--- src/inc/ata_tf_pkg.sv ---
package ata_tf_pkg;

  // Map configurations.
  localparam logic [1:0] MODE_MEM = 2'h0;
  localparam logic [1:0] MODE_CONTIG = 2'h1;
  localparam logic [1:0] MODE_PRIMARY = 2'h2;
  localparam logic [1:0] MODE_SECONDARY = 2'h3;

  // Upper address fields A9-A4 of the legacy maps.
  localparam logic [5:0] PRI_TASK_BASE = 6'h1F;
  localparam logic [5:0] PRI_CTL_BASE = 6'h3F;
  localparam logic [5:0] SEC_TASK_BASE = 6'h17;
  localparam logic [5:0] SEC_CTL_BASE = 6'h37;

  // Address bit that opens the memory data window.
  localparam int MEM_WIN_BIT = 10;

  // Register offsets.
  localparam logic [3:0] OFF_SECTOR_DATA_PORT = 4'h0;
  localparam logic [3:0] OFF_ERROR_OR_FEATURE = 4'h1;
  localparam logic [3:0] OFF_TRANSFER_SECTOR_COUNT = 4'h2;
  localparam logic [3:0] OFF_START_SECTOR_NUMBER = 4'h3;
  localparam logic [3:0] OFF_CYLINDER_LOW_BYTE = 4'h4;
  localparam logic [3:0] OFF_CYLINDER_HIGH_BYTE = 4'h5;
  localparam logic [3:0] OFF_DRIVE_HEAD_SELECT = 4'h6;
  localparam logic [3:0] OFF_STATE_OR_OPCODE = 4'h7;
  localparam logic [3:0] OFF_DUP_EVEN_DATA = 4'h8;
  localparam logic [3:0] OFF_DUP_ODD_DATA = 4'h9;
  localparam logic [3:0] OFF_UNDEF_A = 4'hA;
  localparam logic [3:0] OFF_UNDEF_B = 4'hB;
  localparam logic [3:0] OFF_UNDEF_C = 4'hC;
  localparam logic [3:0] OFF_DUP_ERROR_OR_FEATURE = 4'hD;
  localparam logic [3:0] OFF_SHADOW_STATE_OR_CTL = 4'hE;
  localparam logic [3:0] OFF_DRIVE_ADDR_READBACK = 4'hF;

  // Values after reset and for reads of undefined offsets.
  localparam logic [15:0] RST_WORD = 16'h0000;
  localparam logic [7:0] UNDEF_READ_VALUE = 8'h00;

  typedef enum logic [2:0] {
    ST_IDLE = 3'b001,
    ST_FETCH = 3'b010,
    ST_HOLD = 3'b100
  } cycle_state_t;

  typedef enum logic [2:0] {
    ACC_WORD_DATA,
    ACC_BYTE_NEXT,
    ACC_BYTE_ODD,
    ACC_TASK,
    ACC_UNDEF
  } acc_kind_t;

endpackage

--- src/ata_task_file_address_decoder.sv ---
`timescale 1ns/1ps
module ata_task_file_address_decoder (
  // Clock, reset and enable
  input wire logic mclk,
  input wire logic rst_n,
  input wire logic clk_en,
  // Configuration
  input wire logic [1:0] map_mode,
  // Card bus control
  input wire logic reg_n,
  input wire logic ce1_n,
  input wire logic ce2_n,
  input wire logic iord_n,
  input wire logic iowr_n,
  input wire logic oe_n,
  input wire logic we_n,
  input wire logic [10:0] addr,
  // Card data bus
  input wire logic [15:0] data_in,
  output logic [15:0] data_out,
  output logic data_oe_lo,
  output logic data_oe_hi,
  output logic iois16_n,
  // Task file register port
  output logic [3:0] tf_offset,
  output logic tf_rd,
  output logic tf_wr,
  output logic [7:0] tf_wdata,
  input wire logic [7:0] tf_rdata,
  // Data buffer port
  output logic buf_pop,
  output logic buf_push,
  output logic [15:0] buf_wdata,
  input wire logic [15:0] buf_rdata
);

  ata_tf_pkg::cycle_state_t state_q;
  ata_tf_pkg::cycle_state_t state_d;
  ata_tf_pkg::acc_kind_t kind;

  logic dec_hit;
  logic dec_io;
  logic [3:0] dec_off;

  logic rd_act;
  logic wr_act;
  logic lane_word;
  logic lane_hi;
  logic lane_any;
  logic start;
  logic [3:0] reg_off;
  logic out_hi;
  logic [7:0] wbyte;

  // Partial-word holding register shared by the byte paths.
  logic held_q;
  logic held_d;
  logic held_wr_q;
  logic held_wr_d;
  logic even_done_q;
  logic even_done_d;
  logic odd_done_q;
  logic odd_done_d;
  logic [15:0] held_word_q;
  logic [15:0] held_word_d;
  logic fresh;
  logic sel_odd;
  logic [15:0] word_src;
  logic [7:0] rbyte;

  logic [15:0] data_out_q;
  logic [15:0] data_out_d;
  logic oe_lo_q;
  logic oe_lo_d;
  logic oe_hi_q;
  logic oe_hi_d;
  logic iois16_n_q;
  logic out_hi_q;
  logic [3:0] tf_offset_q;
  logic tf_rd_q;
  logic tf_wr_q;
  logic [7:0] tf_wdata_q;
  logic buf_pop_q;
  logic buf_pop_d;
  logic buf_push_q;
  logic buf_push_d;
  logic [15:0] buf_wdata_q;
  logic [15:0] buf_wdata_d;

  card_addr_map u_map (
    .map_mode(map_mode),
    .reg_n(reg_n),
    .addr(addr),
    .hit(dec_hit),
    .io_space(dec_io),
    .offset(dec_off)
  );

  always_comb begin
    rd_act = (map_mode == ata_tf_pkg::MODE_MEM) ? ~oe_n : ~iord_n;
    wr_act = (map_mode == ata_tf_pkg::MODE_MEM) ? ~we_n : ~iowr_n;
    lane_word = ~ce1_n & ~ce2_n;
    lane_hi = ce1_n & ~ce2_n;
    lane_any = ~ce1_n | ~ce2_n;
    start = (state_q == ata_tf_pkg::ST_IDLE) && dec_hit && lane_any && (rd_act ^ wr_act);
    // A high-lane-only byte reaches the odd register of the even/odd pair.
    reg_off = lane_hi ? (dec_off | 4'h1) : dec_off;
    out_hi = lane_hi | (lane_word & reg_off[0]);
    wbyte = out_hi ? data_in[15:8] : data_in[7:0];
    if (lane_word && (dec_off[3:1] == 3'h0 || dec_off[3:1] == 3'h4)) begin
      kind = ata_tf_pkg::ACC_WORD_DATA;
    end else begin
      case (reg_off)
        ata_tf_pkg::OFF_SECTOR_DATA_PORT, ata_tf_pkg::OFF_DUP_EVEN_DATA: kind = ata_tf_pkg::ACC_BYTE_NEXT;
        ata_tf_pkg::OFF_DUP_ODD_DATA: kind = ata_tf_pkg::ACC_BYTE_ODD;
        ata_tf_pkg::OFF_UNDEF_A, ata_tf_pkg::OFF_UNDEF_B, ata_tf_pkg::OFF_UNDEF_C: kind = ata_tf_pkg::ACC_UNDEF;
        default: kind = ata_tf_pkg::ACC_TASK;
      endcase
    end
  end

  // Byte pairing: a word is fetched or assembled on the first byte, released once both halves moved.
  always_comb begin
    fresh = ~held_q | (held_wr_q != wr_act);
    sel_odd = (kind == ata_tf_pkg::ACC_BYTE_ODD) || (!fresh && even_done_q);
    word_src = fresh ? buf_rdata : held_word_q;
    rbyte = sel_odd ? word_src[15:8] : word_src[7:0];
    held_d = held_q;
    held_wr_d = held_wr_q;
    even_done_d = even_done_q;
    odd_done_d = odd_done_q;
    held_word_d = held_word_q;
    buf_pop_d = 1'b0;
    buf_push_d = 1'b0;
    buf_wdata_d = buf_wdata_q;
    if (start) begin
      case (kind)
        ata_tf_pkg::ACC_WORD_DATA: begin
          // A word access abandons any half-moved word.
          held_d = 1'b0;
          even_done_d = 1'b0;
          odd_done_d = 1'b0;
          buf_pop_d = rd_act;
          buf_push_d = wr_act;
          buf_wdata_d = data_in;
        end
        ata_tf_pkg::ACC_BYTE_NEXT, ata_tf_pkg::ACC_BYTE_ODD: begin
          // Odd-only repeats are the host's concern; a second odd byte just moves to a new word.
          if (fresh || (sel_odd ? odd_done_q : even_done_q)) begin
            held_word_d = rd_act ? buf_rdata : ata_tf_pkg::RST_WORD;
            buf_pop_d = rd_act;
            even_done_d = ~sel_odd;
            odd_done_d = sel_odd;
          end else begin
            even_done_d = even_done_q | ~sel_odd;
            odd_done_d = odd_done_q | sel_odd;
          end
          if (wr_act) begin
            if (sel_odd) begin
              held_word_d[15:8] = wbyte;
            end else begin
              held_word_d[7:0] = wbyte;
            end
          end
          held_wr_d = wr_act;
          held_d = 1'b1;
          if (even_done_d && odd_done_d) begin
            held_d = 1'b0;
            even_done_d = 1'b0;
            odd_done_d = 1'b0;
            buf_push_d = wr_act;
            buf_wdata_d = held_word_d;
          end
        end
        default: begin
          held_d = held_q;
        end
      endcase
    end
  end

  always_comb begin
    state_d = state_q;
    case (state_q)
      ata_tf_pkg::ST_IDLE: begin
        if (start) begin
          state_d = (rd_act && kind == ata_tf_pkg::ACC_TASK) ? ata_tf_pkg::ST_FETCH : ata_tf_pkg::ST_HOLD;
        end
      end
      ata_tf_pkg::ST_FETCH: state_d = ata_tf_pkg::ST_HOLD;
      ata_tf_pkg::ST_HOLD: begin
        if ((!rd_act && !wr_act) || !lane_any) begin
          state_d = ata_tf_pkg::ST_IDLE;
        end
      end
      default: state_d = ata_tf_pkg::ST_IDLE;
    endcase
  end

  // Read data and lane enables for the access being served.
  always_comb begin
    data_out_d = data_out_q;
    oe_lo_d = oe_lo_q;
    oe_hi_d = oe_hi_q;
    if (start && rd_act) begin
      oe_lo_d = lane_word | ~lane_hi;
      oe_hi_d = lane_word | lane_hi;
      case (kind)
        ata_tf_pkg::ACC_WORD_DATA: data_out_d = buf_rdata;
        ata_tf_pkg::ACC_BYTE_NEXT, ata_tf_pkg::ACC_BYTE_ODD: data_out_d = out_hi ? {rbyte, 8'h00} : {8'h00, rbyte};
        ata_tf_pkg::ACC_UNDEF: data_out_d = {ata_tf_pkg::UNDEF_READ_VALUE, ata_tf_pkg::UNDEF_READ_VALUE};
        default: data_out_d = ata_tf_pkg::RST_WORD;
      endcase
    end else if (state_q == ata_tf_pkg::ST_FETCH) begin
      data_out_d = out_hi_q ? {tf_rdata, 8'h00} : {8'h00, tf_rdata};
    end else if (state_d == ata_tf_pkg::ST_IDLE) begin
      oe_lo_d = 1'b0;
      oe_hi_d = 1'b0;
    end
  end

  always_ff @(posedge mclk or negedge rst_n) begin
    if (!rst_n) begin
      state_q <= ata_tf_pkg::ST_IDLE;
    end else if (clk_en) begin
      state_q <= state_d;
    end
  end

  always_ff @(posedge mclk or negedge rst_n) begin
    if (!rst_n) begin
      held_q <= 1'b0;
      held_wr_q <= 1'b0;
      even_done_q <= 1'b0;
      odd_done_q <= 1'b0;
      held_word_q <= ata_tf_pkg::RST_WORD;
    end else if (clk_en) begin
      held_q <= held_d;
      held_wr_q <= held_wr_d;
      even_done_q <= even_done_d;
      odd_done_q <= odd_done_d;
      held_word_q <= held_word_d;
    end
  end

  always_ff @(posedge mclk or negedge rst_n) begin
    if (!rst_n) begin
      buf_pop_q <= 1'b0;
      buf_push_q <= 1'b0;
      buf_wdata_q <= ata_tf_pkg::RST_WORD;
    end else if (clk_en) begin
      buf_pop_q <= buf_pop_d;
      buf_push_q <= buf_push_d;
      buf_wdata_q <= buf_wdata_d;
    end
  end

  // Task file strobes; the duplicate error/feature port maps onto the primary one.
  always_ff @(posedge mclk or negedge rst_n) begin
    if (!rst_n) begin
      tf_offset_q <= ata_tf_pkg::OFF_SECTOR_DATA_PORT;
      tf_rd_q <= 1'b0;
      tf_wr_q <= 1'b0;
      tf_wdata_q <= 8'h00;
      out_hi_q <= 1'b0;
    end else if (clk_en) begin
      tf_rd_q <= start && rd_act && kind == ata_tf_pkg::ACC_TASK;
      tf_wr_q <= start && wr_act && kind == ata_tf_pkg::ACC_TASK;
      if (start) begin
        tf_offset_q <= (reg_off == ata_tf_pkg::OFF_DUP_ERROR_OR_FEATURE) ?
          ata_tf_pkg::OFF_ERROR_OR_FEATURE : reg_off;
        tf_wdata_q <= wbyte;
        out_hi_q <= out_hi;
      end
    end
  end

  always_ff @(posedge mclk or negedge rst_n) begin
    if (!rst_n) begin
      data_out_q <= ata_tf_pkg::RST_WORD;
      oe_lo_q <= 1'b0;
      oe_hi_q <= 1'b0;
    end else if (clk_en) begin
      data_out_q <= data_out_d;
      oe_lo_q <= oe_lo_d;
      oe_hi_q <= oe_hi_d;
    end
  end

  // Every port the card answers in an I/O map accepts 8 and 16 bit cycles alike.
  always_ff @(posedge mclk or negedge rst_n) begin
    if (!rst_n) begin
      iois16_n_q <= 1'b1;
    end else if (clk_en) begin
      iois16_n_q <= ~(dec_hit & dec_io & lane_any);
    end
  end

  assign data_out = data_out_q;
  assign data_oe_lo = oe_lo_q;
  assign data_oe_hi = oe_hi_q;
  assign iois16_n = iois16_n_q;
  assign tf_offset = tf_offset_q;
  assign tf_rd = tf_rd_q;
  assign tf_wr = tf_wr_q;
  assign tf_wdata = tf_wdata_q;
  assign buf_pop = buf_pop_q;
  assign buf_push = buf_push_q;
  assign buf_wdata = buf_wdata_q;

endmodule

--- src/card_addr_map.sv ---
`timescale 1ns/1ps
module card_addr_map (
  // Configuration
  input wire logic [1:0] map_mode,
  // Card address
  input wire logic reg_n,
  input wire logic [10:0] addr,
  // Decode result
  output logic hit,
  output logic io_space,
  output logic [3:0] offset
);

  always_comb begin
    hit = 1'b0;
    io_space = 1'b0;
    offset = addr[3:0];
    case (map_mode)
      ata_tf_pkg::MODE_MEM: begin
        hit = reg_n;
        if (addr[ata_tf_pkg::MEM_WIN_BIT]) begin
          // The whole window folds onto the two duplicate data ports.
          offset = addr[0] ? ata_tf_pkg::OFF_DUP_ODD_DATA : ata_tf_pkg::OFF_DUP_EVEN_DATA;
        end else begin
          offset = addr[3:0];
        end
      end
      ata_tf_pkg::MODE_CONTIG: begin
        hit = ~reg_n;
        io_space = 1'b1;
        offset = addr[3:0];
      end
      ata_tf_pkg::MODE_PRIMARY, ata_tf_pkg::MODE_SECONDARY: begin
        io_space = 1'b1;
        if (addr[9:4] == ((map_mode == ata_tf_pkg::MODE_PRIMARY) ?
            ata_tf_pkg::PRI_TASK_BASE : ata_tf_pkg::SEC_TASK_BASE) && !addr[3]) begin
          hit = ~reg_n;
          offset = {1'b0, addr[2:0]};
        end else if (addr[9:4] == ((map_mode == ata_tf_pkg::MODE_PRIMARY) ?
            ata_tf_pkg::PRI_CTL_BASE : ata_tf_pkg::SEC_CTL_BASE) && addr[3:1] == 3'h3) begin
          hit = ~reg_n;
          offset = addr[0] ? ata_tf_pkg::OFF_DRIVE_ADDR_READBACK : ata_tf_pkg::OFF_SHADOW_STATE_OR_CTL;
        end
      end
      default: begin
        hit = 1'b0;
      end
    endcase
  end

endmodule

--- config.mk ---
export PLATFORM = sky130hd
export DESIGN_NAME = ata_task_file_address_decoder
export DESIGN_NICKNAME = d
export VERILOG_FILES = /design/src/inc/ata_tf_pkg.sv /design/src/ata_task_file_address_decoder.sv /design/src/card_addr_map.sv
export SDC_FILE = /design/constraint.sdc
export NUM_CORES = 1
export LEC_CHECK = 0
export CAP_MARGIN = 15
export CORE_MARGIN = 4
export CORE_UTILIZATION = 26
export DETAILED_ROUTE_END_ITERATION = 6
export DONT_BUFFER_PORTS = 1
export RECOVER_POWER = 50
export SLEW_MARGIN = 20
export SYNTH_ARGS = -nofsm -noshare
export SYNTH_HDL_FRONTEND = slang
export SYNTH_HIERARCHICAL = 1
export SYNTH_SLANG_ARGS = --single-unit
--- constraint.sdc ---
create_clock -name mclk -period 3 [get_ports mclk]
set_input_delay 0 -clock mclk [delete_from_list [all_inputs] [get_ports mclk]]
set_output_delay 0 -clock mclk [all_outputs]
set_load 0.01 [all_outputs]
==> results.yml, run 1 <==
outcome:
  status: "complete, but fails checks"
  violations: "design-rule violations, max-capacitance violations, max-slew violations"
setup_path:
  crit_top_cell: "dlygate4sd3_1"
  start_kind: "input pin"
  crit_path_cell_trace: "dlygate4sd3_1, nor2_1, a21oi_1, o41ai_2, buf_4, inv_1, o22ai_1, nand2_1, o31ai_4, a221oi_1, a211oi_1, dlygate4sd3_1"
  cp-end-kind: "flop"
  required_ns: 3.28
  crit_arrival_ns: 3.11
  crit_path_top_delay_cell: "dlygate4sd3_1"
  crit_fanout: 10
  max_stage_delay_ns: 0.58
  critical_path_class: "in -> reg"
synthesis:
  synth-edff-count: 0
  synth_area_mm2: 0.00455
  syn_area_per_cell_um2: 9.06
  ys_seq_area_share_pct: 41.3
  yosysWarnings: 6
  ys.flop_type: "dfrtp_1"
  synth_cell_types: 66
  netlist_instances: 502
  ys_seq_elements: 75
  synthArstFlopShare_pct: 100
  synth_fp_nets: 566
sta:
  setup_tns_ns: 0
  clock_skew_ns: 0.00827
  setup_viol: 0
  slew_violations: 76
  fmax_mhz: 354
  layout_min_cycle_time_ns: 2.82
  slew_headroom_pct: -27.0
  hold_viol_final: 0
  setup_ws_ns: 0.175
  finalCritPeriodShare_pct: 94.2
  holdWs_ns: 0.00965
  worst_pin_slew_ns: 1.90
drt:
  post_drt_wl_per_cell_um: 21.2
  first_iter_violations: 443
  vias: 4406
  first_pass_iters: 7
  totalWireLength_mm: 16.3
  via_per_inst: 5.74
  drc: 4
  drtAntennaViolNets: 0
cells_and_area:
  instances_no_fill: 767
  multi_input_area_mm2: 0.00244
  antennaDiodeCount: 0
  layout.nets: 601
  drive_gt1_share_pct: 12.2
  area_growth_pct: 21.6
  finalCoreUtilization_pct: 32.1
  seqCellArea_mm2: 0.00188
  fin_area_mm2: 0.00553
  num-fill-cells: 1733
floorplan:
  coreArea_mm2: 0.0172
  io_pins: 114
  chipHeight_um: 140
  row_count: 48
  dieArea_mm2: 0.0197
  initial_core_util_pct: 26.4
  die_w_um: 140
power_and_ir_drop:
  p_total_mw: 3.57
  power_density_mw_per_mm2: 646
  leakagePower_nw: 2.30
  ir_worst_vdd_mv: 0.234
placement:
  place_hpwl_mm: 12.0
  portBuffers: 0
  place_congestion: 0.875
  place_inst: 711
  placed_area_mm2: 0.00480
  pre_cts_ws_ns: -0.0739
grt:
  grt_pass1_wl_mm: 25.0
  track_usage_pct: 16.1
  grt_max_degree: 76
  antenna_found_initial: 1
  first_global_vias: 4339
  grt.overflow.total: 0
hold_path:
  hp-class: "in -> reg"
clock_network:
  cts_num_sinks: 75
  clk_latency_ns: 0.35
  cts_max_level: 3
  cts-root-buf: "clkbuf_16"
  cts_tree: "yes"
  clkTransAtPathRegs_ns: 0.07
  cts_buffers: 9
  clock_path_buffers: 2
job:
  drv_cap: 1
[routing by layer]
| metal | vias up | GRT usage [%] | wire (um) |
|---|---|---|---|
| li1 | 1987 | - | - |
| met1 | 2161 | 19.5 | 6290 |
| met2 | 224 | 26.2 | 7640 |
| met3 | 32 | 7.17 | 1970 |
| met4 | 2 | 4.23 | 344 |
| met5 | - | 0 | 7 |
[report_power, final]
group / internal (mW) / switching [mW] / leakage [nW]
clock network: 0.659 / 0.478 / 0.146
registers: 1.27 / 0.351 / 0.974
logic: 0.360 / 0.457 / 1.18
[sequential cells by signal, indices dropped and copies added (netlist names), 3 cells and up]
signal,count
held_word_q,16
tf_wdata,8
data_out,16
buf_wdata,16
tf_offset,4
state_q,3
[synthesized netlist by cell type (5+ instances only)]
cell type	instances	share of area [%]
a41oi_1	10	1.9
a211oi_1	25	4.1
a21o_1	8	1.3
mux2i_1	10	2.2
nand4_1	8	1.1
a221oi_1	22	4.2
clkbuf_1	13	1.1
buf_2	18	2.0
inv_1	15	1.2
a211o_1	15	2.9
o21ai_0	35	3.9
nand3_1	20	2.2
or3_1	7	0.96
o21a_1	5	0.83
dfrtp_1	73	40
nor2_1	40	3.3
a31oi_1	16	2.2
a32o_1	9	2.0
nand2_1	55	4.5
a21oi_1	19	2.1
[critical path, delay by kind of cell]
kind,cells,cell delay [ns]
AOI/OAI and AO/OA,6,1.23
buffers and inverters,4,1.41
and+or+nand+nor,2,0.47
[cell families after synthesis]
logic type | Yosys count | share of synthesized area, %
AO/OA/AOI/OAI | 197 | 32.6
AND/OR/NAND/NOR | 159 | 16.6
buffers and inverters | 54 | 5.64
XOR/XNOR | 2 | 0.385
multiplexers | 14 | 3.27
flip-flops | 75 | 41.3
adder cells (fa/ha/maj) | 1 | 0.275
[area by class of cell]
| cell class | instances | share of cell area (%) |
|---|---|---|
| clock inverter | 7 | 1.54 |
| sequential | 75 | 34.0 |
| clock buffer | 9 | 4.07 |
| multi-input combinational | 373 | 44.1 |
| timing repair buffer | 62 | 10.1 |
| inverter | 16 | 1.09 |
| tap | 225 | 5.09 |
[layout by cell type, fill, tap and decap left out, drive strengths merged, types with 9 or more instances in the layout]
cell type and n:
dfrtp 73, nand2 55, nor2 42, dlygate4sd3 39
o21ai 37, a211oi 26, a221oi 23, buf 22
nand3 20, a21oi 20, inv 18, a31oi 17
a211o 15, mux2i 10, a41oi 10, clkbuf 10
a32o 9
[final timing paths]
check                                       startpoint                          to  slack, ns  cells past startpoint
min in group asynchronous                        rst_n     data_out[1]$_DFFE_PN0P_       0.74                      2
worst min-delay path                        data_in[8]     tf_wdata[0]$_DFFE_PN0P_       0.01                      2
worst min register to register  state_q[0]$_DFFE_PN1P_      state_q[0]$_DFFE_PN1P_       0.51                      2
worst max-delay path                       map_mode[1]     data_out[8]$_DFFE_PN0P_       0.18                     12
worst max register to register  state_q[0]$_DFFE_PN1P_     data_out[8]$_DFFE_PN0P_       0.26                      6
max in group asynchronous                        rst_n  held_word_q[7]$_DFFE_PN0P_       1.13                      2
[what timing repair did]
| item | CTS | global route |
|---|---|---|
| endpoints found under the setup margin | 0 | 4 |
| hold buffers | 40 | 0 |
| buffers inserted | 0 | 0 |
| hold endpoints to repair | 121 | 0 |
| resized for setup | 0 | 5 |
Power figures use the tool's default switching activity.
==> inputs of run 2 (changes only) <==
Settings changed: ABC_AREA set to 1.
==> run 2 against run 1 <==
Compared with the run above:
- the flow finishes with violations (max-capacitance violations, max-slew violations)
- fmax rose by 11%
- global-route usage fell by 0.91 points
- sequential share of layout area fell by 2.4 points
- non-clock buffer count did not move
- flip-flop and latch count did not move
- first-iteration DRC count fell by 28%
- die area rose by 7.2%
- clock power fell by 8%
- synthesized area rose by 7.7%
- design area rose by 7.5%
- hold slack barely moved
- total power rose by 7.0%
- largest power group unchanged
==> results.yml, run 2 <==
setup_path:
  cp.depth: 12
  crit_top_cell: "nand2_1"
  reg2regPathDepth: 11
  crit_fanout: 13
  path_buf_inv: 4
  max_stage_delay_ns: 0.59
  cp-end-kind: "flop"
  crit_family: "buffers and inverters"
  required_ns: 3.28
  start_kind: "input pin"
  crit_path_top_delay_cell: "dlygate4sd3_1"
  crit_path_cell_trace: "dlygate4sd3_1, nand2_2, nand2_4, nand2_1, buf_4, inv_1, a21oi_2, nand3_1, nand2_1, nand2_1, a21oi_1, dlygate4sd3_1"
  critical_path_class: "in -> reg"
  crit_arrival_ns: 2.83
grt:
  grt_max_degree: 76
  antenna_found_initial: 0
  track_usage_pct: 15.2
  grt_pass1_wl_mm: 25.7
  grt.overflow.total: 0
  first_global_vias: 4548
synthesis:
  ys_seq_area_share_pct: 38.4
  syn_area_per_cell_um2: 6.70
  synth_cell_types: 37
  netlist_instances: 731
  synthArstFlopShare_pct: 100
  netlist_top_cells_area: "dfrtp_1, nand2_1, nand3_1"
  yosysWarnings: 6
  synth_top_area_share_pct: 37.3
  synth_fp_nets: 795
  synthTopCellsByCount: "nand2_1, nand3_1, dfrtp_1"
  ys_seq_elements: 75
  synth-edff-count: 0
  synth_most_common_cell: "nand2_1"
  synth_area_mm2: 0.00490
  synth_top_area_cell: "dfrtp_1"
  ys.flop_type: "dfrtp_1"
sta:
  slew_violations: 76
  setup_ws_ns: 0.448
  finalCritPeriodShare_pct: 85.1
  fmax_mhz: 392
  worst_pin_slew_ns: 1.99
  slew_headroom_pct: -32.6
  hold_viol_final: 0
  clock_skew_ns: 0.00980
  layout_min_cycle_time_ns: 2.55
  rsz0062_at_grt: "no"
  setup_viol: 0
  setup_tns_ns: 0
clock_network:
  clock_path_buffers: 2
  cts_num_sinks: 75
  cts_tree: "yes"
  cts_max_level: 3
  cts_buffers: 9
  clkTransAtPathRegs_ns: 0.06
  clk_latency_ns: 0.35
  cts-root-buf: "clkbuf_16"
  cts_setup_buffers: 0
drt:
  post_drt_wl_per_cell_um: 15.9
  vias: 4745
  first_pass_iters: 5
  totalWireLength_mm: 16.0
  drc: 0
  via_per_inst: 4.71
  first_iter_violations: 318
  drtAntennaViolNets: 0
cells_and_area:
  finalCoreUtilization_pct: 32.6
  final_cell_mix: "nand2_1, nand3_1, dfrtp_1, inv_1, o21ai_0"
  layout.nets: 838
  antennaDiodeCount: 0
  drive_gt1_share_pct: 10.4
  area_growth_pct: 21.4
  final_common_cell: "nand2_1"
job:
  drv_cap: 1
hold_path:
  hold_depth: 4
  hp-class: "in -> reg"
placement:
  portBuffers: 0
  pre_cts_ws_ns: 0.619
  place_congestion: 0.837
  place_hpwl_mm: 11.5
outcome:
  violations: "max-capacitance violations, max-slew violations"
  status: "complete, but fails checks"
floorplan:
  die_w_um: 145
  dieArea_mm2: 0.0211
  io_pins: 114
  row_count: 49
  coreArea_mm2: 0.0183
  initial_core_util_pct: 26.8
  chipHeight_um: 145
power_and_ir_drop:
  power_density_mw_per_mm2: 643
  ir_worst_vdd_mv: 0.247
  leakagePower_nw: 2.84
[run 2: cell types whose count changed after synthesis, moves of 14 or more]
cell / change
nand2_1: +216
nand3_1: +73
inv_1: +42
a211oi_1: -25
a221oi_1: -22
o21ai_0: +20
a211o_1: -15
a31oi_1: -14
[run 2: final cells by class]
cell class,count,area [um^2]
multi-input combinational,560,2650
timing repair buffer,62,598
inverter,66,248
tap,229,287
fill,1972,12300
clock buffer,11,253
sequential,75,1880
clock inverter,5,37.5
[run 2: worst paths after layout]
| path | startpoint | to | slack [ns] |
|---|---|---|---|
| min reg2reg | held_word_q[8]$_DFFE_PN0P_ | held_word_q[8]$_DFFE_PN0P_ | 0.51 |
| max | ce1_n | data_out[5]$_DFFE_PN0P_ | 0.45 |
| min | addr[0] | tf_offset[0]$_DFFE_PN0P_ | 0.01 |
| max reg2reg | state_q[0]$_DFFE_PN1P_ | data_out[5]$_DFFE_PN0P_ | 0.48 |
| min in group asynchronous | rst_n | out_hi_q$_DFFE_PN0P_ | 0.84 |
| max in group asynchronous | rst_n | data_out[7]$_DFFE_PN0P_ | 1.01 |
[run 2: cells by family after synthesis]
family / synth area share [%]
adders and majority gates: 0.255
buffers and inverters: 7.99
DFF: 38.4
and+or+nand+nor: 42.7
AOI/OAI and AO/OA: 10.7
[run 2: metrics by stage]
stage | power (mW) | hold WS (ns) | cells | instance area, um^2
5_1_grt | 4.12 | 0.0382 | 1008 | 5950
3_5_place_dp | 2.69 | -0.293 | 937 | 5100
4_1_cts | 3.86 | 0.00489 | 1008 | 5960
3_3_place_gp | 2.68 | -0.291 | 937 | 5100
2_1_floorplan | 2.40 | -0.296 | 731 | 4900
6_report | 3.82 | 0.0101 | 1008 | 5950
[run 2: report_power, final]
| part | leakage (nW) | switching [mW] | internal, mW | total (mW) |
|---|---|---|---|---|
| registers | 0.991 | 0.336 | 1.27 | 1.61 |
| clock network | 0.138 | 0.447 | 0.606 | 1.05 |
| logic | 1.71 | 0.768 | 0.395 | 1.16 |
[run 2: metal layers]
metal | wire, um | vias up | global-route usage, %
met1 | 7650 | 2148 | 21.6
met5 | 0 | - | 0
met4 | 124 | 0 | 3.28
li1 | - | 2432 | -
met3 | 1610 | 10 | 6.11
met2 | 6660 | 155 | 21.7
[run 2: worst reg2reg max path, stage by stage, from the launching register on]
cell,delay [ns]
dfstp_2,0.53
inv_2,0.05
nor2_2,0.09
nand2_1,0.09
nor2_2,0.13
inv_2,0.07
nor2_2,0.14
buf_4,0.34
inv_1,0.12
a31oi_1,0.20
a21oi_1,0.09
dlygate4sd3_1,0.55
[run 2: repair_timing]
action,in CTS,in global routing
hold endpoints to repair,117,0
resized for setup,0,1
setup endpoints to repair,0,4
hold buffers,55,0
==> inputs of run 3 (changes only) <==
Settings changed: CORE_UTILIZATION 26 to 50.
==> run 3 against run 2 <==
Compared with the run above:
- the run still ends with max-capacitance violations, max-slew violations left
- fmax down 0.57%
- clock power down 16%
- highest routed layer unchanged
- flip-flop and latch count unchanged
- sequential share of layout area up 1.1 points
- clock skew up 0.011 ns
- via count up 2.8%
- hold slack better by 0.0068 ns
==> results.yml, run 3 (synthesis gave the netlist of run 2 again) <==
floorplan:
  dieArea_mm2: 0.0114
  chipHeight_um: 107
  coreArea_mm2: 0.00937
  row_count: 35
  initial_core_util_pct: 52.3
  die_w_um: 107
  io_pins: 114
clock_network:
  clk_latency_ns: 0.36
  clkTransAtPathRegs_ns: 0.08
  cts-root-buf: "clkbuf_8"
  cts_setup_buffers: 0
  cts_max_level: 3
  cts_tree: "yes"
  cts_buffers: 9
  clock_path_buffers: 2
  cts_num_sinks: 75
job:
  drv_cap: 1
grt:
  grt_pass1_wl_mm: 23.3
  first_global_vias: 4610
  track_usage_pct: 25.4
  grt.overflow.total: 0
  antenna_found_initial: 0
  grt_max_degree: 76
outcome:
  violations: "max-capacitance violations, max-slew violations"
  status: "complete, but fails checks"
setup_path:
  crit_top_cell: "nand2_1"
  crit_fanout: 13
  required_ns: 3.29
  start_kind: "input pin"
  crit_family: "buffers and inverters"
  crit_arrival_ns: 2.85
  cp-end-kind: "flop"
  max_stage_delay_ns: 0.60
  critical_path_class: "in -> reg"
  crit_path_top_delay_cell: "dlygate4sd3_1"
  path_buf_inv: 5
  crit_path_cell_trace: "dlygate4sd3_1, inv_2, nand2_2, nand2_4, nand2_1, buf_4, inv_1, a21oi_2, nand3_1, nand2_1, nand2_1, a21oi_1, dlygate4sd3_1"
sta:
  slew_headroom_pct: -26.3
  rsz0062_at_grt: "no"
  worst_pin_slew_ns: 1.89
  layout_min_cycle_time_ns: 2.57
  setup_ws_ns: 0.434
  holdWs_ns: 0.0169
  fmax_mhz: 390
  setup_viol: 0
  setup_tns_ns: 0
  slew_violations: 76
  finalCritPeriodShare_pct: 85.5
  hold_viol_final: 0
  clock_skew_ns: 0.0204
cells_and_area:
  area_growth_pct: 17.4
  drive_gt1_share_pct: 10.4
  final_cell_mix: "nand2_1, nand3_1, dfrtp_1, inv_1, o21ai_0"
  final_common_cell: "nand2_1"
  antennaDiodeCount: 0
  layout.nets: 839
power_and_ir_drop:
  power_density_mw_per_mm2: 631
  pwr-share-comb_pct: 32.6
  p_clk_share_pct: 24.2
  sw_frac_of_total_pct: 41.2
  power_frac_seq_pct: 43.3
  ir_worst_vdd_mv: 0.401
  p_int_mw: 2.14
  leakagePower_nw: 2.81
  p_switching_mw: 1.50
drt:
  drc: 0
  drtAntennaViolNets: 0
  post_drt_wl_per_cell_um: 15.6
  first_iter_violations: 350
  vias: 4879
  first_pass_iters: 5
  totalWireLength_mm: 14.2
  via_per_inst: 5.37
placement:
  place_hpwl_mm: 10.3
  portBuffers: 0
  pre_cts_ws_ns: 0.605
  place_congestion: 0.843
hold_path:
  hp-class: "in -> reg"
-- run 3: cell count changes in the layout (fill, tap and decap cells not counted), sizes merged --
cell,change
inv,+1
clkbuf,-2
clkinv,-1
buf,+1
bufinv,+2
clkinvlp,-1
-- run 3: power by group through the flow --
stage	Clock (mW)	Sequential, mW	Combinational (mW)
finish	0.877	1.57	1.18
floorplan	0	1.51	0.885
global route	0.934	1.61	1.35
global placement	0	1.59	1.06
CTS	0.890	1.57	1.17
detailed placement	0	1.59	1.08
-- run 3: through the flow --
stage | cells | total power [mW] | util (%) | cell area [um^2]
final | 908 | 3.63 | 61.4 | 5750
after global routing | 908 | 3.89 | 61.4 | 5750
after CTS | 908 | 3.64 | 61.5 | 5760
after detailed placement | 838 | 2.67 | 53.2 | 4980
after global placement | 838 | 2.64 | 53.2 | 4980
after floorplan | 731 | 2.40 | - | 4900
-- run 3: worst reg2reg max path, stage by stage (launching register included) --
cell           delay, ns
dfstp_2             0.54
inv_2               0.05
nor2_2              0.10
nand2_1             0.09
nor2_2              0.12
inv_2               0.07
nor2_2              0.16
buf_4               0.35
inv_1               0.10
a31oi_1             0.18
a21oi_1             0.09
dlygate4sd3_1       0.56
-- run 3: area by class of cell --
| class | instances | area (um^2) |
|---|---|---|
| Timing Repair Buffer | 63 | 606 |
| Tap cell | 129 | 161 |
| Inverter | 66 | 248 |
| Clock buffer | 9 | 124 |
| Fill cell | 868 | 3620 |
| Sequential cell | 75 | 1880 |
| Multi-Input combinational cell | 560 | 2650 |
| Clock inverter | 6 | 90.1 |
-- run 3: routing by layer --
layer,global-route usage [%],part of all wire (%),vias up
li1,-,-,2438
met1,35.9,48,2262
met2,40.3,44,162
met3,5.00,6.7,17
met4,5.75,1.4,0
met5,0,0,-
-- run 3: what timing repair did --
action / 4_1_cts / 5_1_grt
hold endpoints to repair: 117 / 0
endpoints found under the setup margin: 0 / 2
resized for setup: 0 / 1
hold buffers: 55 / 0
-- run 3: final timing paths --
path | end | cells past startpoint | from | slack [ns]
max | data_out[5]$_DFFE_PN0P_ | 13 | ce2_n | 0.43
min | data_out[13]$_DFFE_PN0P_ | 3 | clk_en | 0.02
max reg2reg | data_out[6]$_DFFE_PN0P_ | 11 | state_q[0]$_DFFE_PN1P_ | 0.49
min reg2reg | held_word_q[8]$_DFFE_PN0P_ | 2 | held_word_q[8]$_DFFE_PN0P_ | 0.54
max in group asynchronous | held_word_q[1]$_DFFE_PN0P_ | 2 | rst_n | 1.15
min in group asynchronous | state_q[1]$_DFFE_PN0P_ | 2 | rst_n | 0.72
